===== config.mk =====
export PLATFORM = sky130hd
export DESIGN_NAME = apo_top
export DESIGN_NICKNAME = d
export VERILOG_FILES = /design/src/hw/apo_pkg.sv /design/src/hw/apo_encoder.sv /design/src/hw/apo_delay_mem.sv /design/src/hw/apo_top.sv
export SDC_FILE = /design/constraint.sdc
export NUM_CORES = 1
export LEC_CHECK = 0
export BUFFER_PORTS_ARGS = -buffer_cell sky130_fd_sc_hd__buf_2
export CORE_MARGIN = 1.5
export CORE_UTILIZATION = 50
export DETAILED_ROUTE_END_ITERATION = 10
export HOLD_SLACK_MARGIN = 0.03
export PLACE_DENSITY = 0.83
export SKIP_CTS_REPAIR_TIMING = 1
export SYNTH_ARGS = -nofsm -noshare
export SYNTH_HDL_FRONTEND = slang
export SYNTH_SLANG_ARGS = --single-unit
export TNS_END_PERCENT = 30

===== constraint.sdc =====
create_clock -name clk_i -period 1.9 [get_ports clk_i]
set_input_delay 0.095 -clock clk_i [delete_from_list [all_inputs] [get_ports clk_i]]
set_output_delay 0.095 -clock clk_i [all_outputs]
set_load 0.005 [all_outputs]

===== src/hw/apo_pkg.sv =====
`default_nettype none
package apo_pkg;

    // ==========================================================
    // widths and clock
    // ==========================================================
    localparam int CODE_W = 12;
    localparam int ANA_W = 14;
    localparam int PIPE_DEPTH = 8;
    localparam int CLK_PS = 25000;

    // ==========================================================
    // timing, least times round up, longest round down
    // ==========================================================
    localparam int STROBE_DLY_PS = 6800;
    localparam int STROBE_DLY_CYC = (STROBE_DLY_PS + CLK_PS - 1) / CLK_PS;
    localparam int STROBE_LOW_PS = 50000;
    localparam int STROBE_LOW_CYC = STROBE_LOW_PS / CLK_PS;
    localparam int PD_FLOAT_PS = 10000;
    localparam int PD_FLOAT_CYC = (PD_FLOAT_PS / CLK_PS < 1) ? 1
                                  : PD_FLOAT_PS / CLK_PS;
    localparam int PD_WAKE_PS = 10000;
    localparam int PD_WAKE_CYC = (PD_WAKE_PS + CLK_PS - 1) / CLK_PS;
    localparam logic [6:0] LOCK_CYC = 7'h64;
    localparam int PER_W = 8;

    // ==========================================================
    // codes
    // ==========================================================
    localparam logic signed [ANA_W-1:0] POS_FS = 14'sh07FF;
    localparam logic signed [ANA_W-1:0] NEG_FS = -14'sh0800;
    localparam logic [CODE_W-1:0] MSB_FLIP = 12'h800;

    // ==========================================================
    // register map, byte addresses
    // ==========================================================
    localparam int ADR_W = 4;
    localparam logic [ADR_W-1:0] ADR_CTRL = 4'h0;
    localparam logic [ADR_W-1:0] ADR_STAT = 4'h4;
    localparam logic [ADR_W-1:0] ADR_DATA = 4'h8;
    localparam int CTRL_W = 4;
    localparam logic [CTRL_W-1:0] CTRL_RST = 4'h0;
    localparam int STAT_LOCK = 0;
    localparam int STAT_OOR = 1;
    localparam int STAT_DRIVE = 2;
    localparam int STAT_OOR_SEEN = 3;

    typedef struct packed {
        logic pwr_down;
        logic gray_sel;
        logic dce_en;
        logic clk_diff;
    } apo_ctrl_t;

    typedef struct packed {
        logic oor;
        logic [CODE_W-1:0] code;
    } apo_word_t;

    typedef enum logic {APO_STB_HIGH, APO_STB_LOW} apo_stb_t;

endpackage
`default_nettype wire


===== src/hw/apo_encoder.sv =====
`timescale 1ns/1ps
`default_nettype none
module apo_encoder (
    input wire logic signed [apo_pkg::ANA_W-1:0] analog_i,
    input wire logic gray_sel_i,
    output apo_pkg::apo_word_t word_o
);
    import apo_pkg::*;

    logic [CODE_W-1:0] twos;
    logic [CODE_W-1:0] offs;
    logic [CODE_W-1:0] gray;
    logic over;
    logic under;

    // ==========================================================
    // range check and clamp
    // ==========================================================
    assign over = analog_i > POS_FS;
    assign under = analog_i < NEG_FS;

    always_comb begin
        if (over) begin
            twos = POS_FS[CODE_W-1:0];
        end else if (under) begin
            twos = NEG_FS[CODE_W-1:0];
        end else begin
            twos = analog_i[CODE_W-1:0];
        end
    end

    // ==========================================================
    // reflected binary of offset binary
    // ==========================================================
    assign offs = twos ^ MSB_FLIP;
    assign gray[CODE_W-1] = offs[CODE_W-1];
    for (genvar i = 0; i < CODE_W - 1; i++) begin : g_gray
        assign gray[i] = offs[i] ^ offs[i+1];
    end

    assign word_o.oor = over | under;
    assign word_o.code = gray_sel_i ? gray : twos;

endmodule // apo_encoder
`default_nettype wire


===== src/hw/apo_delay_mem.sv =====
`timescale 1ns/1ps
`default_nettype none
module apo_delay_mem (
    input wire logic clk_i,
    input wire logic rst_i,
    input wire logic en_i,
    input wire apo_pkg::apo_word_t wr_data_i,
    output apo_pkg::apo_word_t rd_data_o
);
    import apo_pkg::*;

    apo_word_t mem_q [PIPE_DEPTH];
    apo_word_t rd_q;
    logic [$clog2(PIPE_DEPTH)-1:0] ptr_q;

    // ==========================================================
    // circular delay, read before overwrite
    // ==========================================================
    always_ff @(posedge clk_i) begin
        if (rst_i) begin
            for (int i = 0; i < PIPE_DEPTH; i++) begin
                mem_q[i] <= '0;
            end
            rd_q <= '0;
            ptr_q <= '0;
        end else if (en_i) begin
            mem_q[ptr_q] <= wr_data_i;
            rd_q <= mem_q[ptr_q];
            ptr_q <= ptr_q + 1'b1;
        end
    end

    assign rd_data_o = rd_q;

endmodule // apo_delay_mem
`default_nettype wire


===== src/hw/apo_top.sv =====
// How it works
// select chooses single-ended or differential clock
// analog sample taken on clock fall
// result appears 8.5 clock cycles later
// enable bit switches duty equaliser on
// equaliser relocks 100 cycles after change
// strobe from clock, data changes on fall
// bypass: inverted delayed clock; else fixed width
// back end captures on strobe rise
// back end may capture on clock rise
// flag high outside reference range
// flag shares latency with its word
// flag floats and wakes within 10ns; here each takes one 25ns clock cycle
// data floats in power-down, wakes 10ns; here float and wake each take one 25ns clock cycle
// strobe floats, clock legs ignored
// twelve bit bus with output enable
// gray when selected, else two's complement
// code scaling against reference difference
// power-down bit high stops conversion
// gray is reflected offset binary
// overrange clamps to full-scale code
//
// The Wishbone slave port and the address map are this design's own decisions.
`timescale 1ns/1ps
`default_nettype none
module apo_top (
    input wire logic clk_i,
    input wire logic rst_i,
    input wire logic wb_cyc_i,
    input wire logic wb_stb_i,
    input wire logic wb_we_i,
    input wire logic [apo_pkg::ADR_W-1:0] wb_adr_i,
    input wire logic [3:0] wb_sel_i,
    input wire logic [31:0] wb_dat_i,
    output logic [31:0] wb_dat_o,
    output logic wb_ack_o,
    input wire logic clock_in_pos_i,
    input wire logic clock_in_neg_i,
    input wire logic signed [apo_pkg::ANA_W-1:0] analog_in_i,
    output logic [apo_pkg::CODE_W-1:0] result_bus_o,
    output logic result_bus_oe_n_o,
    output logic out_of_range_flag_o,
    output logic out_of_range_flag_oe_n_o,
    output logic data_valid_strobe_o,
    output logic data_valid_strobe_oe_n_o
);
    import apo_pkg::*;

    apo_ctrl_t ctrl_q;
    apo_word_t enc_w;
    apo_word_t sample_q;
    apo_word_t out_q;
    logic conv_d, conv_q;
    logic rise_evt, fall_evt;
    logic upd_q;
    logic drv_off_q;
    logic [1:0] pd_cnt_q;
    logic [1:0] pd_lim;
    apo_stb_t stb_st_q;
    logic [1:0] stb_cnt_q;
    logic strobe_q;
    logic [PER_W-1:0] per_cnt_q, last_per_q;
    logic [6:0] lock_cnt_q;
    logic dce_prev_q;
    logic relock;
    logic locked;
    logic oor_seen_q;
    logic req, ack_q;
    logic [31:0] dat_q;
    logic wr_stat;

    // ==========================================================
    // conversion clock from the legs
    // ==========================================================
    // legs are ignored in power-down, the clock freezes
    always_comb begin
        if (ctrl_q.pwr_down) begin
            conv_d = conv_q;
        end else if (ctrl_q.clk_diff) begin
            conv_d = clock_in_pos_i & ~clock_in_neg_i;
        end else begin
            conv_d = clock_in_pos_i;
        end
    end

    always_ff @(posedge clk_i) begin
        if (rst_i) begin
            conv_q <= 1'b0;
        end else begin
            conv_q <= conv_d;
        end
    end

    assign rise_evt = conv_d & ~conv_q;
    assign fall_evt = ~conv_d & conv_q;

    // ==========================================================
    // sampling and pipeline
    // ==========================================================
    apo_encoder u_enc (
        .analog_i(analog_in_i),
        .gray_sel_i(ctrl_q.gray_sel),
        .word_o(enc_w)
    );

    // sample and flag travel as one word
    always_ff @(posedge clk_i) begin
        if (rst_i) begin
            sample_q <= '0;
        end else if (fall_evt) begin
            sample_q <= enc_w;
        end
    end

    // written at first rise, read at ninth: 8.5 cycles
    apo_delay_mem u_mem (
        .clk_i(clk_i),
        .rst_i(rst_i),
        .en_i(rise_evt),
        .wr_data_i(sample_q),
        .rd_data_o(out_q)
    );

    always_ff @(posedge clk_i) begin
        if (rst_i) begin
            upd_q <= 1'b0;
        end else begin
            upd_q <= rise_evt;
        end
    end

    assign result_bus_o = out_q.code;
    assign out_of_range_flag_o = out_q.oor;

    // ==========================================================
    // power-down output enables
    // ==========================================================
    assign pd_lim = ctrl_q.pwr_down ? 2'(PD_FLOAT_CYC) : 2'(PD_WAKE_CYC);

    always_ff @(posedge clk_i) begin
        if (rst_i) begin
            drv_off_q <= 1'b0;
            pd_cnt_q <= '0;
        end else if (ctrl_q.pwr_down != drv_off_q) begin
            if (pd_cnt_q == pd_lim - 2'd1) begin
                drv_off_q <= ctrl_q.pwr_down;
                pd_cnt_q <= '0;
            end else begin
                pd_cnt_q <= pd_cnt_q + 2'd1;
            end
        end else begin
            pd_cnt_q <= '0;
        end
    end

    assign result_bus_oe_n_o = drv_off_q;
    assign out_of_range_flag_oe_n_o = drv_off_q;
    assign data_valid_strobe_oe_n_o = drv_off_q;

    // ==========================================================
    // data-valid strobe
    // ==========================================================
    // falls at the edge where the word changes, rises mid-cycle in bypass, STROBE_LOW_CYC cycles later when equalised
    always_ff @(posedge clk_i) begin
        if (rst_i) begin
            stb_st_q <= APO_STB_HIGH;
            stb_cnt_q <= '0;
            strobe_q <= 1'b1;
        end else if (!ctrl_q.dce_en) begin
            stb_st_q <= APO_STB_HIGH;
            stb_cnt_q <= '0;
            strobe_q <= ~conv_d;
        end else begin
            case (stb_st_q)
                APO_STB_HIGH: begin
                    strobe_q <= 1'b1;
                    if (rise_evt) begin
                        stb_st_q <= APO_STB_LOW;
                        stb_cnt_q <= 2'(STROBE_LOW_CYC - 1);
                        strobe_q <= 1'b0;
                    end
                end
                APO_STB_LOW: begin
                    if (stb_cnt_q == 2'd0) begin
                        stb_st_q <= APO_STB_HIGH;
                        strobe_q <= 1'b1;
                    end else begin
                        stb_cnt_q <= stb_cnt_q - 2'd1;
                    end
                end
                default: begin
                    stb_st_q <= APO_STB_HIGH;
                    strobe_q <= 1'b1;
                end
            endcase
        end
    end

    assign data_valid_strobe_o = strobe_q;

    // ==========================================================
    // equaliser lock tracking
    // ==========================================================
    // a new period or a fresh enable restarts the lock wait
    assign relock = rise_evt & ctrl_q.dce_en
                    & ((per_cnt_q != last_per_q) | ~dce_prev_q);

    always_ff @(posedge clk_i) begin
        if (rst_i) begin
            per_cnt_q <= '0;
            last_per_q <= '0;
            dce_prev_q <= 1'b0;
        end else if (rise_evt) begin
            per_cnt_q <= '0;
            last_per_q <= per_cnt_q;
            dce_prev_q <= ctrl_q.dce_en;
        end else if (per_cnt_q != '1) begin
            per_cnt_q <= per_cnt_q + 1'b1;
        end
    end

    always_ff @(posedge clk_i) begin
        if (rst_i) begin
            lock_cnt_q <= '0;
        end else if (!ctrl_q.dce_en) begin
            lock_cnt_q <= '0;
        end else if (relock) begin
            lock_cnt_q <= LOCK_CYC;
        end else if (rise_evt && lock_cnt_q != '0) begin
            lock_cnt_q <= lock_cnt_q - 7'd1;
        end
    end

    assign locked = (lock_cnt_q == '0);

    // ==========================================================
    // wishbone slave
    // ==========================================================
    function automatic logic [31:0] rd_mux(
        input logic [ADR_W-1:0] adr, input apo_ctrl_t c,
        input logic [3:0] st, input apo_word_t w);
        rd_mux = 32'h0000_0000;
        case (adr)
            ADR_CTRL: rd_mux[CTRL_W-1:0] = c;
            ADR_STAT: rd_mux[3:0] = st;
            ADR_DATA: rd_mux[CODE_W:0] = w;
            default: rd_mux = 32'h0000_0000;
        endcase
    endfunction

    assign req = wb_cyc_i & wb_stb_i;
    assign wr_stat = req & wb_we_i & ack_q & wb_sel_i[0]
                     & (wb_adr_i == ADR_STAT);

    always_ff @(posedge clk_i) begin
        if (rst_i) begin
            ack_q <= 1'b0;
            dat_q <= '0;
        end else begin
            ack_q <= req & ~ack_q;
            if (req && !ack_q) begin
                dat_q <= rd_mux(wb_adr_i, ctrl_q,
                                {oor_seen_q, ~drv_off_q,
                                 out_q.oor, locked}, out_q);
            end
        end
    end

    always_ff @(posedge clk_i) begin
        if (rst_i) begin
            ctrl_q <= apo_ctrl_t'(CTRL_RST);
        end else if (req && wb_we_i && ack_q && wb_sel_i[0]
                     && wb_adr_i == ADR_CTRL) begin
            ctrl_q <= apo_ctrl_t'(wb_dat_i[CTRL_W-1:0]);
        end
    end

    // a flagged word arriving with the clear wins
    always_ff @(posedge clk_i) begin
        if (rst_i) begin
            oor_seen_q <= 1'b0;
        end else if (upd_q && out_q.oor) begin
            oor_seen_q <= 1'b1;
        end else if (wr_stat && wb_dat_i[STAT_OOR_SEEN]) begin
            oor_seen_q <= 1'b0;
        end
    end

    assign wb_ack_o = ack_q;
    assign wb_dat_o = dat_q;
endmodule // apo_top
`default_nettype wire


==> out/qor.yml <==
synth:
  synthFlopType: "edfxtp_1"
  synthesis.area_sq_um: 8631
  yosysWarnings: 0
  avgSynthCellArea_sq_um: 11.40
  synth-seq-cells: 185
  synthCells: 757
  synthArstFlopShare: 0
  yosysSeqAreaShare: 0.5497
  yosys.cell_types.count: 56
  synth-edff-count: 104
job:
  cap_violations: 0
route:
  ant_nets: 0
  drt_iter0_markers: 485
  drc: 0
  wl_per_cell_um: 17.60
  first_pass_iters: 5
  totalWireLength_mm: 18.88
  vias: 5955
  via_per_inst: 5.550
placement:
  dp_hpwl_mm: 12.82
  gp_congestion: 0.8440
  place_inst: 1034
  portBuffers: 60
setup_path:
  end_kind: "register"
  critical_path_class: "reg -> reg"
  startpoint: "lock_cnt_q[0]"
  arrival_ps: 2210
  r2r_slack_ps: -40
  r2r-start: "lock_cnt_q[0]"
  path_max_fanout: 3
  required_ps: 2170
  worstSetupStartpointType: "register"
  reg2reg_to: "lock_cnt_q[1]"
  endpoint: "lock_cnt_q[1]"
  r2r_cells: 6
finish:
  syn2layout_area_growth_pct: 16.70
  fin_cells: 1073
  drive_gt1_frac: 0.2286
  antenna_cells: 0
  final_nets: 907
  fill_cells: 1324
global_route:
  grt_max_degree: 55
  grt.total_usage: 0.2133
  grt_overflow: 0
  antenna_found_initial: 0
  grt_pass1_vias: 5614
  grt_pass1_wl_mm: 29.17
power:
  clock_power_share: 0.396
  p_int_mw: 6.577
  peakVddDrop_uv: 643.8
  p_sw_mw: 1.937
  power_frac_comb: 0.082
  pwr_density_cell_nw_per_um2: 845.3
  seqPwrFrac: 0.522
  p_leak_nw: 3.819
  switching_share: 0.2275
floorplanning:
  die-height_um: 134.4
  die_w_um: 134.4
  fp.coreArea_sq_um: 16700
  die-area_sq_um: 18060
  row_count: 47
  io_pins: 111
  start_util: 0.5168
clock_tree:
  cts.path.max_buffers: 2
  clock-sinks: 185
  clk_pin_slew_ps: 70
  root_buffer: "clkbuf_16"
  cts_buffers: 17
  cts_tree: "done"
  worstSkewPairLatency_ps: 440
  cts_max_level: 4
sta:
  hold_violations: 0
  max-slew-margin-rel: 0.5538
  fin_crit_ps: 1939
  period_share: 1.020
  worst_pin_slew_ps: 660.9
  setup_ws_ps: -38.86
  setup_viol: 1
  finalMaxSlewViolations: 0
  fmax_ghz: 0.5158
  hold_ws_ps: 17.48
  skew_ps: 11.13
hold_path:
  hp-class: "in -> reg"
outcome:
  violations: "setup timing"
  status: "complete, but fails checks"
-- cell families (layout without fill, tap and decap cells) --
family | Yosys count | after routing | share of synthesized area
compound gates | 110 | 110 | 0.08582
xor+xnor | 16 | 16 | 0.01624
fa+ha+maj | 6 | 6 | 0.008698
buf+inv | 94 | 172 | 0.05262
flops | 185 | 185 | 0.5497
mux | 63 | 63 | 0.1109
other cells | 1 | 19 | 0.0004345
simple gates | 282 | 282 | 0.1756
-- area by class of cell --
class                   instances  area [sq um]  area share
clock buffers                  24         513.0     0.05093
clock inverters                 8         60.06    0.005963
flip-flops and latches        185          4748      0.4714
multi-input cells             496          3522      0.3497
inverters                      22         82.58    0.008199
well taps                     220         275.3     0.02733
repair buffers                118         870.8     0.08646
-- registers in the layout (all words and copies together) (netlist names), 2 cells and up --
name             flops
u_mem.mem_q        104
sample_q            13
u_mem.rd_data_o     13
wb_dat_o            13
last_per_q           8
per_cnt_q            8
lock_cnt_q           7
ctrl_q               4
u_mem.ptr_q          3
pd_cnt_q             2
stb_cnt_q            2
-- synthesized netlist by cell type, types with 2 or more instances --
| master | count | area [sq um] |
|---|---|---|
| ha_1 | 6 | 75.07 |
| buf_1 | 4 | 15.01 |
| or3_1 | 6 | 37.54 |
| xor2_1 | 5 | 43.79 |
| or4_1 | 2 | 15.01 |
| or4b_2 | 2 | 20.02 |
| nor3_1 | 8 | 40.04 |
| a31oi_1 | 2 | 12.51 |
| nand2b_1 | 4 | 25.02 |
| inv_1 | 22 | 82.58 |
| buf_2 | 12 | 60.06 |
| a2111oi_0 | 2 | 17.52 |
| nand4_1 | 4 | 25.02 |
| a22oi_1 | 15 | 112.6 |
| and2_1 | 116 | 725.7 |
| nor2_1 | 63 | 236.5 |
| o31ai_1 | 2 | 15.01 |
| edfxtp_1 | 104 | 3123 |
| a21oi_1 | 28 | 140.1 |
| mux2i_1 | 36 | 360.4 |
| o21ai_0 | 15 | 75.07 |
| or2_2 | 10 | 62.56 |
| a211oi_1 | 20 | 150.1 |
| buf_4 | 21 | 157.7 |
| o2bb2ai_1 | 2 | 17.52 |
| nand3b_1 | 2 | 15.01 |
| nand2_1 | 42 | 157.7 |
| mux4_2 | 26 | 585.6 |
| dfxtp_1 | 81 | 1622 |
| xnor2_1 | 11 | 96.34 |
| o2111ai_1 | 11 | 96.34 |
| clkbuf_1 | 34 | 127.6 |
| nand3_1 | 11 | 55.05 |
| o22ai_1 | 2 | 12.51 |
| o21bai_1 | 2 | 15.01 |
| or3b_2 | 2 | 17.52 |
| nor2b_1 | 3 | 18.77 |
-- per-layer routing --
layer	global-route usage	share of wire	vias up
met4	0.07826	0.014	0
met5	0	0	-
met3	0.04535	0.049	19
met1	0.2615	0.42	2930
li1	-	-	2835
met2	0.3712	0.52	171
-- how the worst min path moves through the flow --
stage | cells after the start | end | start
2_1_floorplan | 2 | ctrl_q[0] | wb_dat_i[0]
3_3_place_gp | 3 | ctrl_q[1] | wb_dat_i[1]
3_5_place_dp | 3 | ctrl_q[0] | wb_dat_i[0]
4_1_cts | 3 | ctrl_q[0] | wb_dat_i[0]
5_1_grt | 3 | sample_q[0] | analog_in_i[0]
6_report | 3 | sample_q[0] | analog_in_i[0]
-- worst max-delay path: stages, from the launching register on --
cell and delay [ps]:
dfxtp_2 330, inv_1 80, ha_1 160, or3b_4 390, nor2_1 190, nor2_1 70
a2111oi_1 560
-- through the flow --
step	util	total power [mW]	cell area, sq um	worst slack, ps	TNS (ps)
after global placement	0.5635	5.188	9412	71.38	0
final	0.6031	8.514	10070	-38.86	-38.86
after CTS	0.5978	8.548	9985	-55.74	-55.74
after detailed placement	0.5635	5.211	9412	-40.00	-40.00
after global routing	0.6031	8.791	10070	-67.86	-69.57
after floorplan	-	4.941	8698	81.59	0
-- power groups by stage --
stage / Clock, mW / Combinational (mW) / Sequential, mW
CTS: 3.42 / 0.686 / 4.44
floorplan: 0 / 0.451 / 4.49
detailed placement: 0 / 0.680 / 4.53
global placement: 0 / 0.665 / 4.52
global route: 3.58 / 0.757 / 4.46
finish: 3.37 / 0.694 / 4.45
-- cells in the final DEF (no fill, tap or decap), types with 5 or more instances in the layout --
cell type / count
a211oi_1: 18
a21oi_1: 28
a22oi_1: 15
and2_1: 116
buf_12: 10
buf_2: 60
buf_4: 44
clkbuf_16: 18
conb_1: 19
dfxtp_1: 78
edfxtp_1: 104
ha_1: 6
inv_1: 22
mux2i_1: 36
mux4_2: 26
nand2_1: 42
nand3_1: 11
nor2_1: 63
nor3_1: 8
o2111ai_1: 11
o21ai_0: 15
or2_2: 8
or3_1: 6
xnor2_1: 11
xor2_1: 5
(Power assumes the default switching activity.)
